==> config.mk <==
export PLATFORM = sky130hd
export DESIGN_NAME = cie_core
export DESIGN_NICKNAME = d
export VERILOG_FILES = /design/src/hdl/cie_pkg.sv /design/src/hdl/cie_alu_if.sv /design/src/hdl/cie_core.sv /design/src/hdl/cie_alu.sv
export VERILOG_INCLUDE_DIRS = /design/src /design/src/hdl
export SDC_FILE = /design/constraint.sdc
export NUM_CORES = 1
export LEC_CHECK = 0
export BUFFER_PORTS_ARGS = -buffer_cell sky130_fd_sc_hd__buf_4
export CORE_MARGIN = 2
export CORE_UTILIZATION = 51
export DETAILED_ROUTE_END_ITERATION = 16
export PLACE_DENSITY = 0.75
export SLEW_MARGIN = 5
export SYNTH_ARGS = -nofsm -noshare
export SYNTH_HDL_FRONTEND = slang
export SYNTH_SLANG_ARGS = --single-unit
==> constraint.sdc <==
create_clock -name clk -period 2.75 [get_ports clk]
set_clock_uncertainty 0.1 [all_clocks]
set_input_delay 0.1375 -clock clk [delete_from_list [all_inputs] [get_ports clk]]
set_output_delay 0.1375 -clock clk [all_outputs]
set_load 0.005 [all_outputs]
==> src/hdl/cie_map.svh <==
// Address, field and timing constants of the interrupt entry block.
// Assumes a 200 MHz core clock; all counts are in core clock cycles.
`ifndef CIE_MAP_SVH
`define CIE_MAP_SVH

// I/O register addresses (6-bit direct I/O space)
`define CIE_ADDR_FLAG      6'h1c
`define CIE_ADDR_ENABLE    6'h1d
`define CIE_ADDR_SP_LOW    6'h3d
`define CIE_ADDR_SP_HIGH   6'h3e
`define CIE_ADDR_STATUS    6'h3f

// Status register bit positions
`define CIE_BIT_I          7
`define CIE_BIT_T          6
`define CIE_BIT_H          5
`define CIE_BIT_S          4
`define CIE_BIT_V          3
`define CIE_BIT_N          2
`define CIE_BIT_Z          1
`define CIE_BIT_C          0

// Source classes: set bits are level-type sources, no latched flag
`define CIE_LEVEL_MASK     8'hc0

// Reset values
`define CIE_TOP_OF_DATA_MEMORY 10'h2ff
`define CIE_STATUS_RESET   8'h00
`define CIE_ENABLE_RESET   8'h00
`define CIE_FLAG_RESET     8'h00

// Sequence lengths in clock cycles, last counter value of each phase
`define CIE_ENTRY_CYCLES   3'd4
`define CIE_ENTRY_LAST     3'd3
`define CIE_WAKE_LAST      3'd3
`define CIE_JUMP_LAST      3'd2
`define CIE_RETURN_LAST    3'd3

// Stack pointer steps
`define CIE_SP_BYTE        10'd1
`define CIE_SP_ADDR        10'd2

`endif

==> src/hdl/cie_pkg.sv <==
// Types shared by the interrupt entry block and its arithmetic unit.
// Assumes nothing beyond a SystemVerilog compiler.
package cie_pkg;

    typedef enum logic [2:0] {
        seq_run,
        seq_wake,
        seq_entry,
        seq_vjmp,
        seq_return
    } cie_seq_type;

    typedef enum logic [3:0] {
        other_insn,
        alu_insn,
        global_irq_on_insn,
        global_irq_off_insn,
        return_from_irq_insn,
        bit_store_insn,
        bit_load_insn,
        push_insn,
        pop_insn,
        call_insn,
        ret_insn
    } cie_insn_type;

    typedef enum logic [2:0] {
        alu_add,
        alu_adc,
        alu_sub,
        alu_sbc,
        alu_and,
        alu_or,
        alu_eor
    } cie_alu_op_type;

    typedef struct packed {
        cie_seq_type seq;
        logic [2:0]  cnt;
        logic [2:0]  vec;
        logic [7:0]  flag;
        logic [7:0]  en;
        logic [9:0]  sp;
        logic [7:0]  cpu_status_flags;
        logic [15:0] pc;
        logic [7:0]  res;
        logic        res_we;
        logic [7:0]  rdata;
        logic        stall;
        logic        vec_go;
        logic        hnd_go;
        logic        ret_go;
        logic [7:0]  ack;
        logic        mem_we;
        logic        mem_re;
        logic [9:0]  maddr;
        logic [7:0]  mwdata;
    } cie_state_type;

endpackage

==> src/hdl/cie_alu_if.sv <==
// Operand and result bundle between the core sequencer and its ALU.
// Assumes both ends sit in the same clock domain; purely combinational.
`timescale 1ns/10ps
`default_nettype none
interface cie_alu_if;
    import cie_pkg::*;
    cie_alu_op_type op;
    logic [7:0]     a;
    logic [7:0]     b;
    logic           cin;
    logic [7:0]     res;
    logic           h;
    logic           v;
    logic           n;
    logic           z;
    logic           c;

    modport core (output op, a, b, cin, input res, h, v, n, z, c);
    modport alu  (input op, a, b, cin, output res, h, v, n, z, c);
endinterface
`default_nettype wire

==> src/hdl/cie_core.sv <==
// Interrupt entry/return sequencer with stack pointer and status register.
// Assumes the pipeline reports each completed instruction with insn_done,
// and that stack_rdata is valid one cycle after stack_re.
`timescale 1ns/10ps
`default_nettype none
`include "cie_map.svh"

// Functional notes
// RULE1 - ALU op on two registers in one cycle
// RULE2 - Take source only if own and global enabled
// RULE3 - Lowest vector number wins; reset above all
// RULE4 - Accepting an interrupt clears global enable
// RULE5 - Return from interrupt sets global enable
// RULE6 - Hardware clears the serviced flag on vectoring
// RULE7 - Writing one clears a flag, zero ignored
// RULE8 - Flag latches even while source disabled
// RULE9 - Pending flags served in priority order later
// RULE10 - Level sources request only while present
// RULE11 - One instruction runs after return first
// RULE12 - Status register never saved or restored
// RULE13 - Global-off instruction blocks same-cycle requests
// RULE14 - Instruction after global-on runs before service
// RULE15 - Entry takes four cycles, pushes return address
// RULE16 - Vector jump takes three cycles
// RULE17 - Multi-cycle instruction finishes before entry
// RULE18 - Wake from sleep adds four cycles
// RULE19 - Return takes four cycles, pops, adds two
// RULE20 - Ten-bit stack pointer, high byte zero-padded
// RULE21 - Status bit 6 is the bit-copy store
// RULE22 - Sign bit always negative xor overflow
// RULE23 - Status holds H V N Z C flags
// RULE24 - Address push subtracts two, byte push one
// RULE25 - Flag set beats same-cycle clear
module cie_core
    import cie_pkg::*;
(
    // Clock and reset
    input  wire logic       clk,
    input  wire logic       sys_rst,
    // Instruction pipeline
    input  wire logic       insn_done,
    input  wire cie_insn_type insn_kind,
    input  wire logic [15:0] ret_addr,
    input  wire cie_alu_op_type alu_op,
    input  wire logic [7:0] op_a,
    input  wire logic [7:0] op_b,
    input  wire logic       bit_in,
    input  wire logic       core_sleeping,
    output logic            pipe_hold,
    output logic            vector_go,
    output logic [2:0]      vector_num,
    output logic            handler_go,
    output logic            return_go,
    output logic [15:0]     return_pc,
    output logic [7:0]      alu_result,
    output logic            alu_result_we,
    output logic            t_bit,
    // Stack memory
    output logic            stack_we,
    output logic            stack_re,
    output logic [9:0]      stack_addr,
    output logic [7:0]      stack_wdata,
    input  wire logic [7:0] stack_rdata,
    // Interrupt sources
    input  wire logic [7:0] src_event,
    input  wire logic [7:0] src_level,
    output logic [7:0]      src_ack,
    // I/O register port
    input  wire logic [5:0] io_addr,
    input  wire logic       io_we,
    input  wire logic [7:0] io_wdata,
    output logic [7:0]      io_rdata,
    // State views
    output logic [7:0]      status_flags,
    output logic [9:0]      stack_ptr
);
    cie_state_type st_r;
    cie_state_type st_nxt;
    cie_alu_if     alu_bus ();

    logic [7:0] pend;
    logic [7:0] req;
    logic [2:0] win;
    logic       take;
    logic       accept;
    logic [7:0] clr_sw;
    logic [7:0] clr_hw;
    logic [7:0] set_hw;
    logic [7:0] rd_val;

    function automatic logic [2:0] first_set(input logic [7:0] r);
        logic [2:0] idx;
        idx = 3'd0;
        for (int i = 7; i >= 0; i--) begin
            if (r[i]) begin
                idx = 3'(i);
            end
        end
        return idx;
    endfunction

    cie_alu u_alu (
        .bus (alu_bus.alu)
    );

    assign alu_bus.op  = alu_op;
    assign alu_bus.a   = op_a;
    assign alu_bus.b   = op_b;
    assign alu_bus.cin = st_r.cpu_status_flags[`CIE_BIT_C];

    // Latched flags for edge sources, live condition for level sources
    assign pend = (st_r.flag & ~`CIE_LEVEL_MASK)
                | (src_level & `CIE_LEVEL_MASK);      // see RULE10
    assign req  = pend & st_r.en;                     // see RULE2
    assign win  = first_set(req);                     // see RULE3 see RULE9

    // Boundary check; a same-cycle global-off blocks acceptance
    assign take = insn_done && st_r.cpu_status_flags[`CIE_BIT_I] && (|req)
               && insn_kind != global_irq_off_insn  // see RULE13
               && insn_kind != return_from_irq_insn;  // see RULE17

    always_comb begin
        rd_val = 8'h00;
        case (io_addr)
            `CIE_ADDR_FLAG:    rd_val = st_r.flag;
            `CIE_ADDR_ENABLE:  rd_val = st_r.en;
            `CIE_ADDR_SP_LOW:  rd_val = st_r.sp[7:0];
            `CIE_ADDR_SP_HIGH: rd_val = {6'h00, st_r.sp[9:8]}; // see RULE20
            `CIE_ADDR_STATUS:  rd_val = st_r.cpu_status_flags;
            default:           rd_val = 8'h00;
        endcase
    end

    always_comb begin
        st_nxt        = st_r;
        accept        = 1'b0;
        clr_sw        = 8'h00;
        clr_hw        = 8'h00;
        set_hw        = src_event & ~`CIE_LEVEL_MASK;
        st_nxt.rdata  = rd_val;
        st_nxt.vec_go = 1'b0;
        st_nxt.hnd_go = 1'b0;
        st_nxt.ret_go = 1'b0;
        st_nxt.ack    = 8'h00;
        st_nxt.mem_we = 1'b0;
        st_nxt.mem_re = 1'b0;
        st_nxt.res_we = 1'b0;

        // Software register writes
        if (io_we) begin
            case (io_addr)
                `CIE_ADDR_FLAG:    clr_sw = io_wdata;  // see RULE7
                `CIE_ADDR_ENABLE:  st_nxt.en = io_wdata;
                `CIE_ADDR_SP_LOW:  st_nxt.sp[7:0] = io_wdata;
                `CIE_ADDR_SP_HIGH: st_nxt.sp[9:8] = io_wdata[1:0];
                `CIE_ADDR_STATUS:  st_nxt.cpu_status_flags = io_wdata;
                default: ;
            endcase
        end

        case (st_r.seq)
            seq_run: begin
                if (insn_done) begin
                    case (insn_kind)
                        alu_insn: begin
                            // Result written back at the end of this cycle
                            st_nxt.res    = alu_bus.res;  // see RULE1
                            st_nxt.res_we = 1'b1;
                            st_nxt.cpu_status_flags[`CIE_BIT_V] = alu_bus.v; // see RULE23
                            st_nxt.cpu_status_flags[`CIE_BIT_N] = alu_bus.n;
                            st_nxt.cpu_status_flags[`CIE_BIT_Z] = alu_bus.z;
                            if (alu_op != alu_and && alu_op != alu_or
                                && alu_op != alu_eor) begin
                                st_nxt.cpu_status_flags[`CIE_BIT_H] = alu_bus.h;
                                st_nxt.cpu_status_flags[`CIE_BIT_C] = alu_bus.c;
                            end
                        end
                        bit_store_insn: begin
                            st_nxt.cpu_status_flags[`CIE_BIT_T] = bit_in; // see RULE21
                        end
                        global_irq_on_insn: begin
                            // Takes effect for the next boundary only
                            st_nxt.cpu_status_flags[`CIE_BIT_I] = 1'b1;   // see RULE14
                        end
                        global_irq_off_insn: begin
                            st_nxt.cpu_status_flags[`CIE_BIT_I] = 1'b0;   // see RULE13
                        end
                        push_insn: st_nxt.sp = st_r.sp - `CIE_SP_BYTE;
                        pop_insn:  st_nxt.sp = st_r.sp + `CIE_SP_BYTE;
                        call_insn: st_nxt.sp = st_r.sp - `CIE_SP_ADDR; // see RULE24
                        ret_insn:  st_nxt.sp = st_r.sp + `CIE_SP_ADDR;
                        return_from_irq_insn: begin
                            st_nxt.seq = seq_return;
                            st_nxt.cnt = 3'd0;
                        end
                        default: ;
                    endcase
                    accept = take;
                end else if (core_sleeping && st_r.cpu_status_flags[`CIE_BIT_I]
                             && (|req)) begin
                    st_nxt.seq = seq_wake;                     // see RULE18
                    st_nxt.cnt = 3'd0;
                end
            end
            seq_wake: begin
                if (st_r.cnt == `CIE_WAKE_LAST) begin
                    // A level request may have gone away meanwhile
                    accept     = |req;
                    st_nxt.seq = seq_run;
                end else begin
                    st_nxt.cnt = st_r.cnt + 3'd1;
                end
            end
            seq_entry: begin
                // Return address pushed, low byte first
                if (st_r.cnt == 3'd0) begin
                    st_nxt.mem_we = 1'b1;                      // see RULE15
                    st_nxt.maddr  = st_r.sp;
                    st_nxt.mwdata = st_r.pc[7:0];
                end else if (st_r.cnt == 3'd1) begin
                    st_nxt.mem_we = 1'b1;
                    st_nxt.maddr  = st_r.sp - `CIE_SP_BYTE;
                    st_nxt.mwdata = st_r.pc[15:8];
                    st_nxt.sp     = st_r.sp - `CIE_SP_ADDR;   // see RULE24
                end
                if (st_r.cnt == `CIE_ENTRY_LAST) begin
                    st_nxt.vec_go = 1'b1;
                    st_nxt.seq    = seq_vjmp;
                    st_nxt.cnt    = 3'd0;
                end else begin
                    st_nxt.cnt = st_r.cnt + 3'd1;
                end
            end
            seq_vjmp: begin
                if (st_r.cnt == `CIE_JUMP_LAST) begin
                    st_nxt.hnd_go = 1'b1;                      // see RULE16
                    st_nxt.seq    = seq_run;
                end else begin
                    st_nxt.cnt = st_r.cnt + 3'd1;
                end
            end
            seq_return: begin
                // Pop high byte then low byte; status not restored, only bit I set at the end
                if (st_r.cnt == 3'd0) begin
                    st_nxt.mem_re = 1'b1;                      // see RULE19
                    st_nxt.maddr  = st_r.sp + `CIE_SP_BYTE;
                end else if (st_r.cnt == 3'd1) begin
                    st_nxt.mem_re = 1'b1;
                    st_nxt.maddr  = st_r.sp + `CIE_SP_ADDR;
                end else if (st_r.cnt == 3'd2) begin
                    // Read data arrives one cycle after each strobe
                    st_nxt.pc[15:8] = stack_rdata;
                end else begin
                    st_nxt.pc[7:0] = stack_rdata;
                end
                if (st_r.cnt == `CIE_RETURN_LAST) begin
                    st_nxt.sp     = st_r.sp + `CIE_SP_ADDR;   // see RULE19
                    st_nxt.cpu_status_flags[`CIE_BIT_I] = 1'b1;           // see RULE5
                    st_nxt.ret_go = 1'b1;
                    // Next acceptance waits for the next insn_done
                    st_nxt.seq    = seq_run;                   // see RULE11
                end else begin
                    st_nxt.cnt = st_r.cnt + 3'd1;
                end
            end
            default: st_nxt.seq = seq_run;
        endcase

        // Entry: no copy of the status register is pushed
        if (accept) begin
            st_nxt.seq = seq_entry;                            // see RULE12
            st_nxt.cnt = 3'd0;
            st_nxt.vec = win;
            st_nxt.pc  = ret_addr;
            st_nxt.ack = 8'h01 << win;
            st_nxt.cpu_status_flags[`CIE_BIT_I] = 1'b0;                   // see RULE4
            clr_hw = (8'h01 << win) & ~`CIE_LEVEL_MASK;       // see RULE6
        end

        // Set wins over either clear; disabled flags still latch
        st_nxt.flag = (st_r.flag & ~(clr_sw | clr_hw)) | set_hw; // see RULE25
        st_nxt.flag = st_nxt.flag & ~`CIE_LEVEL_MASK;         // see RULE8
        st_nxt.cpu_status_flags[`CIE_BIT_S] = st_nxt.cpu_status_flags[`CIE_BIT_N]
                                ^ st_nxt.cpu_status_flags[`CIE_BIT_V];    // see RULE22
        st_nxt.stall = (st_nxt.seq != seq_run);
    end

    always_ff @(posedge clk or posedge sys_rst) begin
        if (sys_rst) begin
            st_r      <= '0;
            st_r.seq  <= seq_run;
            st_r.sp   <= `CIE_TOP_OF_DATA_MEMORY;             // see RULE20
            st_r.cpu_status_flags <= `CIE_STATUS_RESET;
            st_r.en   <= `CIE_ENABLE_RESET;
            st_r.flag <= `CIE_FLAG_RESET;
        end else begin
            st_r <= st_nxt;
        end
    end

    assign pipe_hold     = st_r.stall;
    assign vector_go     = st_r.vec_go;
    assign vector_num    = st_r.vec;
    assign handler_go    = st_r.hnd_go;
    assign return_go     = st_r.ret_go;
    assign return_pc     = st_r.pc;
    assign alu_result    = st_r.res;
    assign alu_result_we = st_r.res_we;
    assign t_bit         = st_r.cpu_status_flags[`CIE_BIT_T];             // see RULE21
    assign stack_we      = st_r.mem_we;
    assign stack_re      = st_r.mem_re;
    assign stack_addr    = st_r.maddr;
    assign stack_wdata   = st_r.mwdata;
    assign src_ack       = st_r.ack;
    assign io_rdata      = st_r.rdata;
    assign status_flags  = st_r.cpu_status_flags;
    assign stack_ptr     = st_r.sp;

    cli_block_a: assert property (@(posedge clk) disable iff (sys_rst) // see RULE13
        (insn_done && insn_kind == global_irq_off_insn
         && st_r.seq == seq_run) |=> (st_r.ack == 8'h00))
        else $error("interrupt accepted after global-off instruction");

    gie_needed_a: assert property (@(posedge clk) disable iff (sys_rst) // see RULE2
        (st_r.ack != 8'h00) |-> $past(st_r.cpu_status_flags[`CIE_BIT_I]))
        else $error("interrupt accepted with global enable clear");

    gie_clear_a: assert property (@(posedge clk) disable iff (sys_rst) // see RULE4
        (st_r.ack != 8'h00) |-> !st_r.cpu_status_flags[`CIE_BIT_I])
        else $error("global enable not cleared on entry");

    entry_len_a: assert property (@(posedge clk) disable iff (sys_rst) // see RULE15
        (st_r.ack != 8'h00) |-> (!st_r.vec_go) [*4] ##1 st_r.vec_go)
        else $error("entry did not take four cycles");

    sp_entry_a: assert property (@(posedge clk) disable iff (sys_rst) // see RULE24
        (st_r.ack != 8'h00 && !io_we) ##1 (!io_we) [*3] |->
        (st_r.sp == $past(st_r.sp, 3) - `CIE_SP_ADDR))
        else $error("entry did not lower stack pointer by two");

    jump_len_a: assert property (@(posedge clk) disable iff (sys_rst) // see RULE16
        st_r.vec_go |-> ##3 st_r.hnd_go)
        else $error("vector jump did not take three cycles");

    ret_len_a: assert property (@(posedge clk) disable iff (sys_rst) // see RULE19
        (st_r.seq == seq_run && insn_done
         && insn_kind == return_from_irq_insn)
        |-> ##5 (st_r.ret_go && st_r.cpu_status_flags[`CIE_BIT_I]))
        else $error("return did not finish in four cycles with enable set");

    sign_bit_a: assert property (@(posedge clk) disable iff (sys_rst) // see RULE22
        st_r.cpu_status_flags[`CIE_BIT_S] ==
        (st_r.cpu_status_flags[`CIE_BIT_N] ^ st_r.cpu_status_flags[`CIE_BIT_V]))
        else $error("sign bit differs from negative xor overflow");

    set_wins_a: assert property (@(posedge clk) disable iff (sys_rst) // see RULE25
        (src_event[0] && io_we && io_addr == `CIE_ADDR_FLAG && io_wdata[0])
        |=> st_r.flag[0])
        else $error("flag event lost against a clear");
endmodule
`default_nettype wire

==> src/hdl/cie_alu.sv <==
// Combinational 8-bit ALU producing result and arithmetic flags.
// Assumes the caller registers the result in the same cycle.
`timescale 1ns/10ps
`default_nettype none
module cie_alu
    import cie_pkg::*;
(
    // Operands and results
    cie_alu_if.alu bus
);
    logic [8:0] wide;
    logic [7:0] a;
    logic [7:0] b;
    logic [7:0] r;

    assign a = bus.a;
    assign b = bus.b;

    always_comb begin
        wide  = 9'h000;
        bus.h = 1'b0;
        bus.v = 1'b0;
        case (bus.op)
            alu_add, alu_adc: begin
                wide = {1'b0, a} + {1'b0, b}
                     + {8'h00, bus.op == alu_adc && bus.cin};
            end
            alu_sub, alu_sbc: begin
                wide = {1'b0, a} - {1'b0, b}
                     - {8'h00, bus.op == alu_sbc && bus.cin};
            end
            alu_and: wide = {1'b0, a & b};
            alu_or:  wide = {1'b0, a | b};
            alu_eor: wide = {1'b0, a ^ b};
            default: wide = 9'h000;
        endcase
        r = wide[7:0];
        case (bus.op)
            alu_add, alu_adc: begin
                bus.h = (a[3] & b[3]) | (b[3] & ~r[3]) | (~r[3] & a[3]);
                bus.v = (a[7] & b[7] & ~r[7]) | (~a[7] & ~b[7] & r[7]);
            end
            alu_sub, alu_sbc: begin
                bus.h = (~a[3] & b[3]) | (b[3] & r[3]) | (r[3] & ~a[3]);
                bus.v = (a[7] & ~b[7] & ~r[7]) | (~a[7] & b[7] & r[7]);
            end
            default: begin
                bus.h = 1'b0;
                bus.v = 1'b0;
            end
        endcase
        bus.res = r;
        bus.c   = wide[8];
        bus.n   = r[7];
        bus.z   = (r == 8'h00);
    end
endmodule
`default_nettype wire

# After elaboration in Yosys (flattened, before gate mapping)
# Index checks and enable logic that the tools add are counted.
dict set report totals {
  elab_cells 213
  output_inout_bits 87
  regBits 106
}
dict set report classes {
  n_addsub 9
  muxes 75
  eq_ne 41
  bitwise_logic 35
  reduce_logical 31
  n_shift 1
}
# op n
set op_table {}
lappend op_table {{two-way mux 16 bit} 4}
lappend op_table {{two-way mux 18 bit} 3}
lappend op_table {{case mux 9 bit (5 select lines)} 1}
lappend op_table {{two-way mux 3 bit} 14}
lappend op_table {{two-way mux 8 bit} 5}
lappend op_table {{case mux 10 bit (4 select lines)} 1}
lappend op_table {{case mux 8 bit (5 select lines)} 1}
lappend op_table {{two-way mux 6 bit} 6}
lappend op_table {{two-way mux 11 bit} 3}
lappend op_table {{case mux 10 bit (3 select lines)} 1}
lappend op_table {{case mux 3 bit (4 select lines)} 2}
lappend op_table {{inequality test 3 bit (second input constant)} 7}
lappend op_table {{two-way mux 10 bit} 2}
lappend op_table {{case mux 10 bit (2 select lines)} 1}
lappend op_table {{two-way mux 1 bit} 19}
lappend op_table {{== test 3 x 2 -> 1 bit (second input constant)} 6}
lappend op_table {{== test 6 bit (second input constant)} 3}
lappend op_table {{bitwise AND 8 bit} 2}
lappend op_table {{bitwise AND 1 bit} 14}
lappend op_table {{two-way mux 13 bit} 1}
lappend op_table {{== test 3 bit (second input constant)} 4}
lappend op_table {{== test 4 x 3 -> 1 bit (second input constant)} 3}
lappend op_table {{== test 4 bit (second input constant)} 3}
lappend op_table {{== test 6 x 5 -> 1 bit (second input constant)} 2}
lappend op_table {{other kinds (42)} 84}

# Longest topological paths before layout
# Gate-level depths: netlist of the first run.
dict set report logic_depth {
  depth_word 16
  ltp_mapped 13
  depth_no_buf 13
}

# By module
# Synthesis of the first run repeated with hierarchy kept, for this count alone.
dict set report unflattened {
  hier_cells 986
  area_unflattened_um2 8570.7
}
# module seq_area_each_um2 cells_each instances area_each_um2
set modules_own_cells {}
lappend modules_own_cells {cie_core 2663.8 798 1 7161.9}
lappend modules_own_cells {cie_alu 0.0 188 1 1408.9}

# Least setup slack after synthesis of the first run
# OpenSTA, ideal clock, no wires.
dict set report synth_path {
  kind {input port to flip-flop}
  startpoint {input port alu_op[2]}
  endpoint {register st_r, in the netlist status_flags[4]}
  slack_ns -0.203
  path_stages 13
  arrival_time_ns 2.727
  setup_time_ns 0.126
  path_buffers 1
  cell_sequence {clkbuf_1 nor2_1 nand3_1 fa_1 inv_1 ha_1 o21ai_0 o2bb2ai_1 o21bai_1 o311ai_0 a41oi_1 and2_1 a221o_1}
}
# element line_no
set synth_lines {}
lappend synth_lines {{start, declared} cie_core.sv:44} ;# input wire cie_alu_op_type alu_op,
lappend synth_lines {{end signal, assigned} cie_core.sv:297} ;# st_r <= st_nxt;
lappend synth_lines {{end, declared} cie_core.sv:77} ;# cie_state_type st_r;

==> results of run 1 <==
-- power groups by stage --
stage | combinational (W) | sequential [W] | clock [W]
2_1_floorplan | 0.00285 | 0.00245 | 0
3_3_place_gp | 0.00366 | 0.00267 | 0
3_5_place_dp | 0.00373 | 0.00268 | 0
4_1_cts | 0.00384 | 0.00266 | 0.00138
5_1_grt | 0.00431 | 0.00275 | 0.00144
6_report | 0.00391 | 0.00268 | 0.00137
-- cells in the final DEF, fill, tap and decap left out, types with 3 or more instances in the layout --
cell type,synthesis,layout
buf_4,79,209
nand2_1,121,121
dfrtp_1,97,96
nor2_1,69,67
o21ai_0,70,67
a21oi_1,67,65
mux2i_1,51,51
dlygate4sd3_1,0,46
inv_1,46,44
ha_1,43,41
nand3_1,27,26
nor3_1,16,16
xnor2_1,16,15
o22ai_1,13,13
a22oi_1,12,12
nand2b_1,12,12
o221ai_1,12,12
nor2b_1,12,11
a211oi_1,11,11
and2_1,10,9
mux2_2,9,9
clkbuf_16,0,9
dfstp_2,9,9
a21o_1,8,8
xor2_1,7,7
a31oi_1,7,6
o21a_1,6,6
or3_1,5,5
nor3b_1,6,5
a221oi_1,6,5
and3_1,6,5
a31o_2,5,5
o211ai_1,5,5
nand4_1,4,4
o2bb2ai_1,5,4
o21bai_1,5,4
fa_2,0,4
a32o_1,3,3
clkinvlp_4,0,3
-- repair_timing --
action                                  in CTS  in global routing
endpoints found under the setup margin       7                 11
endpoints found under the hold margin      137                  0
hold buffers                                46                  0
buffers inserted                             5                  0
pin swaps                                    6                 17
resized for setup                            7                 28
-- worst paths after layout --
| kind | cells past startpoint | startpoint | slack [ns] | end |
|---|---|---|---|---|
| setup / recovery | 11 | status_flags[0] | -0.04 | status_flags[4] |
| hold / removal | 4 | insn_kind[3] | 0.03 | status_flags[0] |
| setup reg to reg | 11 | status_flags[0] | -0.04 | status_flags[4] |
| hold reg to reg | 2 | stack_addr[1] | 0.38 | stack_addr[1] |
| max in group asynchronous | 4 | sys_rst | 1.66 | status_flags[0] |
| min in group asynchronous | 4 | sys_rst | 0.37 | io_rdata[3] |
-- layer usage --
metal / track usage / wire (µm) / up-vias
met1: 0.3569 / 9719 / 3661
li1: - / - / 3642
met4: 0.1018 / 475 / 0
met2: 0.4595 / 11500 / 332
met3: 0.05658 / 1739 / 43
met5: 0 / 0 / -
-- stage by stage --
step,cell area (µm²),std cells
2_1_floorplan,8142,970
3_3_place_gp,9205,1267
3_5_place_dp,9205,1267
4_1_cts,10050,1334
5_1_grt,10170,1334
6_report,10170,1334
-- cell families after synthesis --
group,synth area share
muxes,0.07804
AOI/OAI and AO/OA,0.2066
and+or+nand+nor,0.1708
buffers and inverters,0.1161
DFF,0.3277
adders and majority gates,0.07604
xor gates and xnor gates,0.02478
-- tightest hold or removal path: cells and delay by family --
family / cells / cell delay (ns)
simple gates: 2 / 0.12
compound gates: 1 / 0.09
buf+inv: 1 / 0.10
-- sequential cells by signal (all words and copies together) (netlist names), 3 cells and up --
| signal | cells |
|---|---|
| io_rdata | 8 |
| src_ack | 8 |
| st_r | 20 |
| return_pc | 16 |
| stack_wdata | 8 |
| stack_ptr | 10 |
| status_flags | 8 |
| stack_addr | 10 |
| alu_result | 8 |
| vector_num | 3 |
-- cell type report --
class	count	area, µm²
fillers	1317	5539
multi-input cells	692	4684
inverters	47	180.2
clock buffers	10	239.0
clock inverters	6	73.82
flip-flops and latches	106	2665
repair buffers	257	2061
well taps	216	270.3
==> metrics.md, run 1 <==
| Metric | Value |
|---|---|
| DR WL/cell | 17.57 µm |
| Number of library cell types mapped by synthesis | 67 |
| Fin nets | 1243 |
| Worst-path fanout max | 4 |
| DIE WIDTH | 130.3 µm |
| Most instantiated cells after synthesis | nand2_1, dfrtp_1, buf_4, o21ai_0, nor2_1 |
| Top cells by area, synth | dfrtp_1, buf_4, ha_1, mux2i_1, nand2_1 |
| Worst path required time | 2.95 ns |
| Total CTS buffers | 9 |
| Die height | 130.3 µm |
| Pwr Density | 782.8 nW/µm² |
| GRT overflow | 0 |
| Layout cell share with drive strength beyond 1 | 0.2567 |
| Pre-CTS setup slack | -0.1575 ns |
| Fmax | 358.9 MHz |
| Critical path class | flop to flop |
| Post-synth top area share | 0.2986 |
| H-tree levels | 3 |
| Combinational Power Share | 0.491 |
| Remaining antenna violation count | 0 |
| Slew Limit Fails | 0 |
| Sequential cell area fraction in the yosys report | 0.3277 |
| Yosys warns | 0 |
| Overall power | 0.007963 W |
| First-pass GRT wire length | 36.81 mm |
| P_sw | 0.003207 W |
| Clk slew on worst S/H paths | 0.07 ns |
| Internal power | 0.004757 W |
| Cell area after synthesis | 8129 µm² |
| Hpwl dp | 16.64 mm |
| CTS root buf | clkbuf_16 |
| Worst setup margin | -0.03595 ns |
| P&R area growth vs syn | 25.15% |
| Max Buffers Root-to-Sink | 2 |
| CP bufs+invs | 1 |
| Clk_lat worst skew | 0.36 ns |
| Setup Viol. Count Final | 2 |
| Rel. slew slack | 0.5553 |
| Pre-antenna DRT Iters | 5 |
| DRT iter0 DRCs | 582 |
| Final period util | 1.013 |
| DR vias | 7678 |
| Result of the run | finished, violations left |
| Die area | 16970 µm² |
| Max Cap Viol | 0 |
| Setup TNS | -0.06723 ns |
| Util after Layout | 0.6475 |
| Worst path slowest cell | dfrtp_2 |
| Mean post-synth cell area | 8.380 µm² |
| RD Place Congestion | 0.9509 |
| Fin crit period | 2.786 ns |
| Antenna violations before repair | 0 |
| Hold Fails Final Rpt | 0 |
| Peak supply drop | 0.0004033 V |
| # port buffers | 161 |
| Clock share of power | 0.172 |
| Syn_nets | 1100 |
| Switching share of power | 0.4027 |
| # rows | 46 |
| Signal arrival time at the worst endpoint | 2.99 ns |
| Synth async-reset ratio | 1.000 |
| Critical Path Start Type | flop |
| Critical path cell sequence | nand3_4, fa_2, ha_1, nor4_2, o2bb2ai_4, buf_6, o21ai_2, xnor2_1, or3_1, a31oi_2, a221o_1 |
| Most common cell in the netlist | nand2_1 |
| Hold Crit Class | input pin to flop |
| EDFF count, synth | 0 |
| Area leader, netlist | dfrtp_1 |
| Total Wirelength | 23.43 mm |
| Vias in the first global route | 7341 |
| I/O pin count | 170 |
| Hold slack final | 0.02782 ns |
| Initial Utilization | 0.5174 |
| Sequential Power Share | 0.337 |
| Synth Flop Type | dfrtp_1 |
| Critical path endpoint category | flop |
| GRT Resource Usage Total | 0.2762 |
| Drt via density | 5.756 |
| Largest net degree at the start of global routing | 107 |
| Flops & latches, synth | 106 |
| P_leak | 4.886 nW |
| DR DRC count | 0 |
| Worst slew pin tran | 0.6620 ns |
| CTS Sinks | 106 |
| Critical path's top delay family | simple AND/OR/NAND/NOR gates |
| Post-Syn Instances | 970 |
| Failing checks | setup timing |
| N_diodes | 0 |
| Slowest cell delay on critical path | 0.44 ns |
| CTS tree | done |
| Core area | 15710 µm² |
| RSZ-0062 raised after global routing | yes |
No activity file was read; power rests on OpenSTA's default activity.
==> inputs of run 2 (changes only) <==
--- a/config.mk
+++ b/config.mk
@@ -10,6 +10,7 @@
 export CORE_MARGIN = 2
 export CORE_UTILIZATION = 51
 export DETAILED_ROUTE_END_ITERATION = 16
+export MAX_ROUTING_LAYER = met4
 export PLACE_DENSITY = 0.75
 export SLEW_MARGIN = 5
 export SYNTH_ARGS = -nofsm -noshare
==> metrics.md, run 2 (synthesized netlist as in run 1, its figures left out) <==
| Metric | Value |
|---|---|
| Worst-path fanout max | 4 (unchanged) |
| Critical Path Start Type | flop (unchanged) |
| Pre-antenna DRT Iters | 6 (was 5) |
| Result of the run | finished clean (was finished, violations left) |
| DR vias | 7686 (was 7678) |
| R2R setup slack | 0.05 ns (was -0.04 ns) |
| Worst path required time | 2.89 ns (was 2.95 ns) |
| Die height | 130.3 µm (unchanged) |
| Layout cell share with drive strength beyond 1 | 0.2496 (was 0.2567) |
| Fin nets | 1239 (was 1243) |
| H-tree levels | 3 (unchanged) |
| Hpwl dp | 16.99 mm (was 16.64 mm) |
| WP depth | 11 (unchanged) |
| R2R cell count | 11 (unchanged) |
| Rel. slew slack | 0.4846 (was 0.5553) |
| Total CTS buffers | 9 (unchanged) |
| Most flops, register | st_r (unchanged) |
| # port buffers | 161 (unchanged) |
| Worst setup margin | 0.04650 ns (was -0.03595 ns) |
| # rows | 46 (unchanged) |
| Vias in the first global route | 7321 (was 7341) |
| Antenna violations before repair | 0 (unchanged) |
| Hold Crit Class | input pin to flop (unchanged) |
| Setup Viol. Count Final | 0 (was 2) |
| Remaining antenna violation count | 0 (unchanged) |
| Most frequent cells in the layout | buf_4, nand2_1, dfrtp_1, nor2_1, o21ai_0 (unchanged) |
| Drt via density | 5.779 (was 5.756) |
| Initial Utilization | 0.5174 (unchanged) |
| Clk_lat worst skew | 0.36 ns (about the same) |
| Max Buffers Root-to-Sink | 2 (unchanged) |
| Critical path cell sequence | nand3_2, fa_2, inv_2, ha_4, o21ai_4, o2bb2ai_2, o21bai_1, o311ai_1, a41oi_1, and2_4, a221o_1 (was nand3_4, fa_2, ha_1, nor4_2, o2bb2ai_4, buf_6, o21ai_2, xnor2_1, or3_1, a31oi_2, a221o_1) |
| I/O pin count | 170 (unchanged) |
| Die area | 16970 µm² (unchanged) |
| CTS Sinks | 106 (unchanged) |
| RSZ-0062 raised after global routing | yes (unchanged) |
| Peak supply drop | 0.0003896 V (was 0.0004033 V) |
| Critical path's top delay family | compound AO/OA/AOI/OAI gates (was simple AND/OR/NAND/NOR gates) |
| Setup TNS | 0 ns (was -0.06723 ns) |
| Final period util | 0.9831 (was 1.013) |
| Critical path class | flop to flop (unchanged) |
| Fmax | 369.9 MHz (was 358.9 MHz) |
| Core area | 15710 µm² (unchanged) |
| Slew Limit Fails | 0 (unchanged) |
| CTS root buf | clkbuf_16 (unchanged) |
| Total Wirelength | 23.17 mm (was 23.43 mm) |
| DRT iter0 DRCs | 561 (was 582) |
| RD Place Congestion | 0.9687 (was 0.9509) |
| Critical path endpoint category | flop (unchanged) |
| Most common cell after layout, fill and taps aside | buf_4 (unchanged) |
| DR DRC count | 0 (unchanged) |
| Max Cap Viol | 0 (unchanged) |
| Worst reg2reg endpoint | status_flags[4] (unchanged) |
| First-pass GRT wire length | 36.98 mm (was 36.81 mm) |
| Pwr Density | 789.8 nW/µm² (was 782.8 nW/µm²) |
| N_diodes | 0 (unchanged) |
| CP endpoint | status_flags[4] (unchanged) |
| GRT overflow | 0 (unchanged) |
| Slowest cell delay on critical path | 0.55 ns (was 0.44 ns) |
| Clk slew on worst S/H paths | 0.07 ns (about the same) |
| GRT Resource Usage Total | 0.2855 (was 0.2762) |
| Fin crit period | 2.704 ns (was 2.786 ns) |
| CP bufs+invs | 1 (unchanged) |
| Hold Fails Final Rpt | 0 (unchanged) |
| Worst path slowest cell | fa_2 (was dfrtp_2) |
| P&R area growth vs syn | 24.37% (was 25.15%) |
| Largest register FFs | 20 (unchanged) |
| DR WL/cell | 17.42 µm (was 17.57 µm) |
| Worst slew pin tran | 0.7660 ns (was 0.6620 ns) |
| Signal arrival time at the worst endpoint | 2.85 ns (was 2.99 ns) |
| Largest net degree at the start of global routing | 50 (was 107) |
| RR Startpoint | status_flags[0] (unchanged) |
| DIE WIDTH | 130.3 µm (unchanged) |
| Pre-CTS setup slack | -0.09586 ns (was -0.1575 ns) |
| Setup crit start | status_flags[0] (unchanged) |
| CTS tree | done (unchanged) |
| P_leak | 4.884 nW (was 4.886 nW) |
==> run 2: worst min-delay path: cells and delay by family <==
kind                   cells  cell delay, ns
AO/OA/AOI/OAI              1            0.15
buffers and inverters      1            0.08
multiplexers               1            0.05
==> run 2: layer usage <==
layer / GRT usage / share of wire / wire length (µm)
met5: - / 0 / 0
met4: 0.09298 / 0.028 / 654
met3: 0.05699 / 0.073 / 1686
met2: 0.4521 / 0.48 / 11100
met1: 0.3694 / 0.42 / 9731
==> run 2: worst min path at each step <==
stage | from | end | slack (ns) | depth (start not counted)
global route | stack_rdata[1] | return_pc[1] | 0.03 | 3
CTS | stack_rdata[1] | return_pc[1] | 0.02 | 3
global placement | sys_rst | io_rdata[5] | 0.19 | 2
finish | stack_rdata[1] | return_pc[9] | 0.02 | 3
floorplan | src_event[0] | st_r[91] | 0.14 | 1
detailed placement | sys_rst | src_ack[0] | 0.19 | 2
==> run 2: layout make-up <==
class	instances	area, µm²
Timing Repair Buffer	253	2022
Tap cell	216	270.3
Clock inverter	6	96.34
Multi-Input combinational cell	692	4638
Inverter	47	180.2
Sequential cell	106	2664
Fill cell	1326	5603
Clock buffer	10	239.0
==> run 2: repair_timing <==
item	CTS	global route
gates resized for setup	7	17
setup buffers	1	1
endpoints found under the hold margin	59	0
setup endpoints to repair	4	10
pin swaps	3	2
hold buffers	44	0
==> run 2: power by group <==
| part | total [W] | switching [W] | internal, W |
|---|---|---|---|
| logic | 0.00385 | 0.00198 | 0.00187 |
| registers | 0.00268 | 0.000561 | 0.00212 |
| clock network | 0.00145 | 0.000617 | 0.000836 |
| total | 0.00798 | 0.00316 | 0.00483 |
==> run 2: per-stage QoR <==
stage | cell area, µm² | instances | hold WS (ns) | utilization | total power [W]
finish | 10110 | 1330 | 0.02357 | 0.6434 | 0.007984
global route | 10110 | 1330 | 0.02704 | 0.6434 | 0.008546
CTS | 10030 | 1329 | 0.02188 | 0.6382 | 0.007935
detailed placement | 9213 | 1268 | 0.1906 | 0.5863 | 0.006396
global placement | 9213 | 1268 | 0.1903 | 0.5863 | 0.006321
floorplan | 8142 | 970 | 0.1426 | - | 0.005300
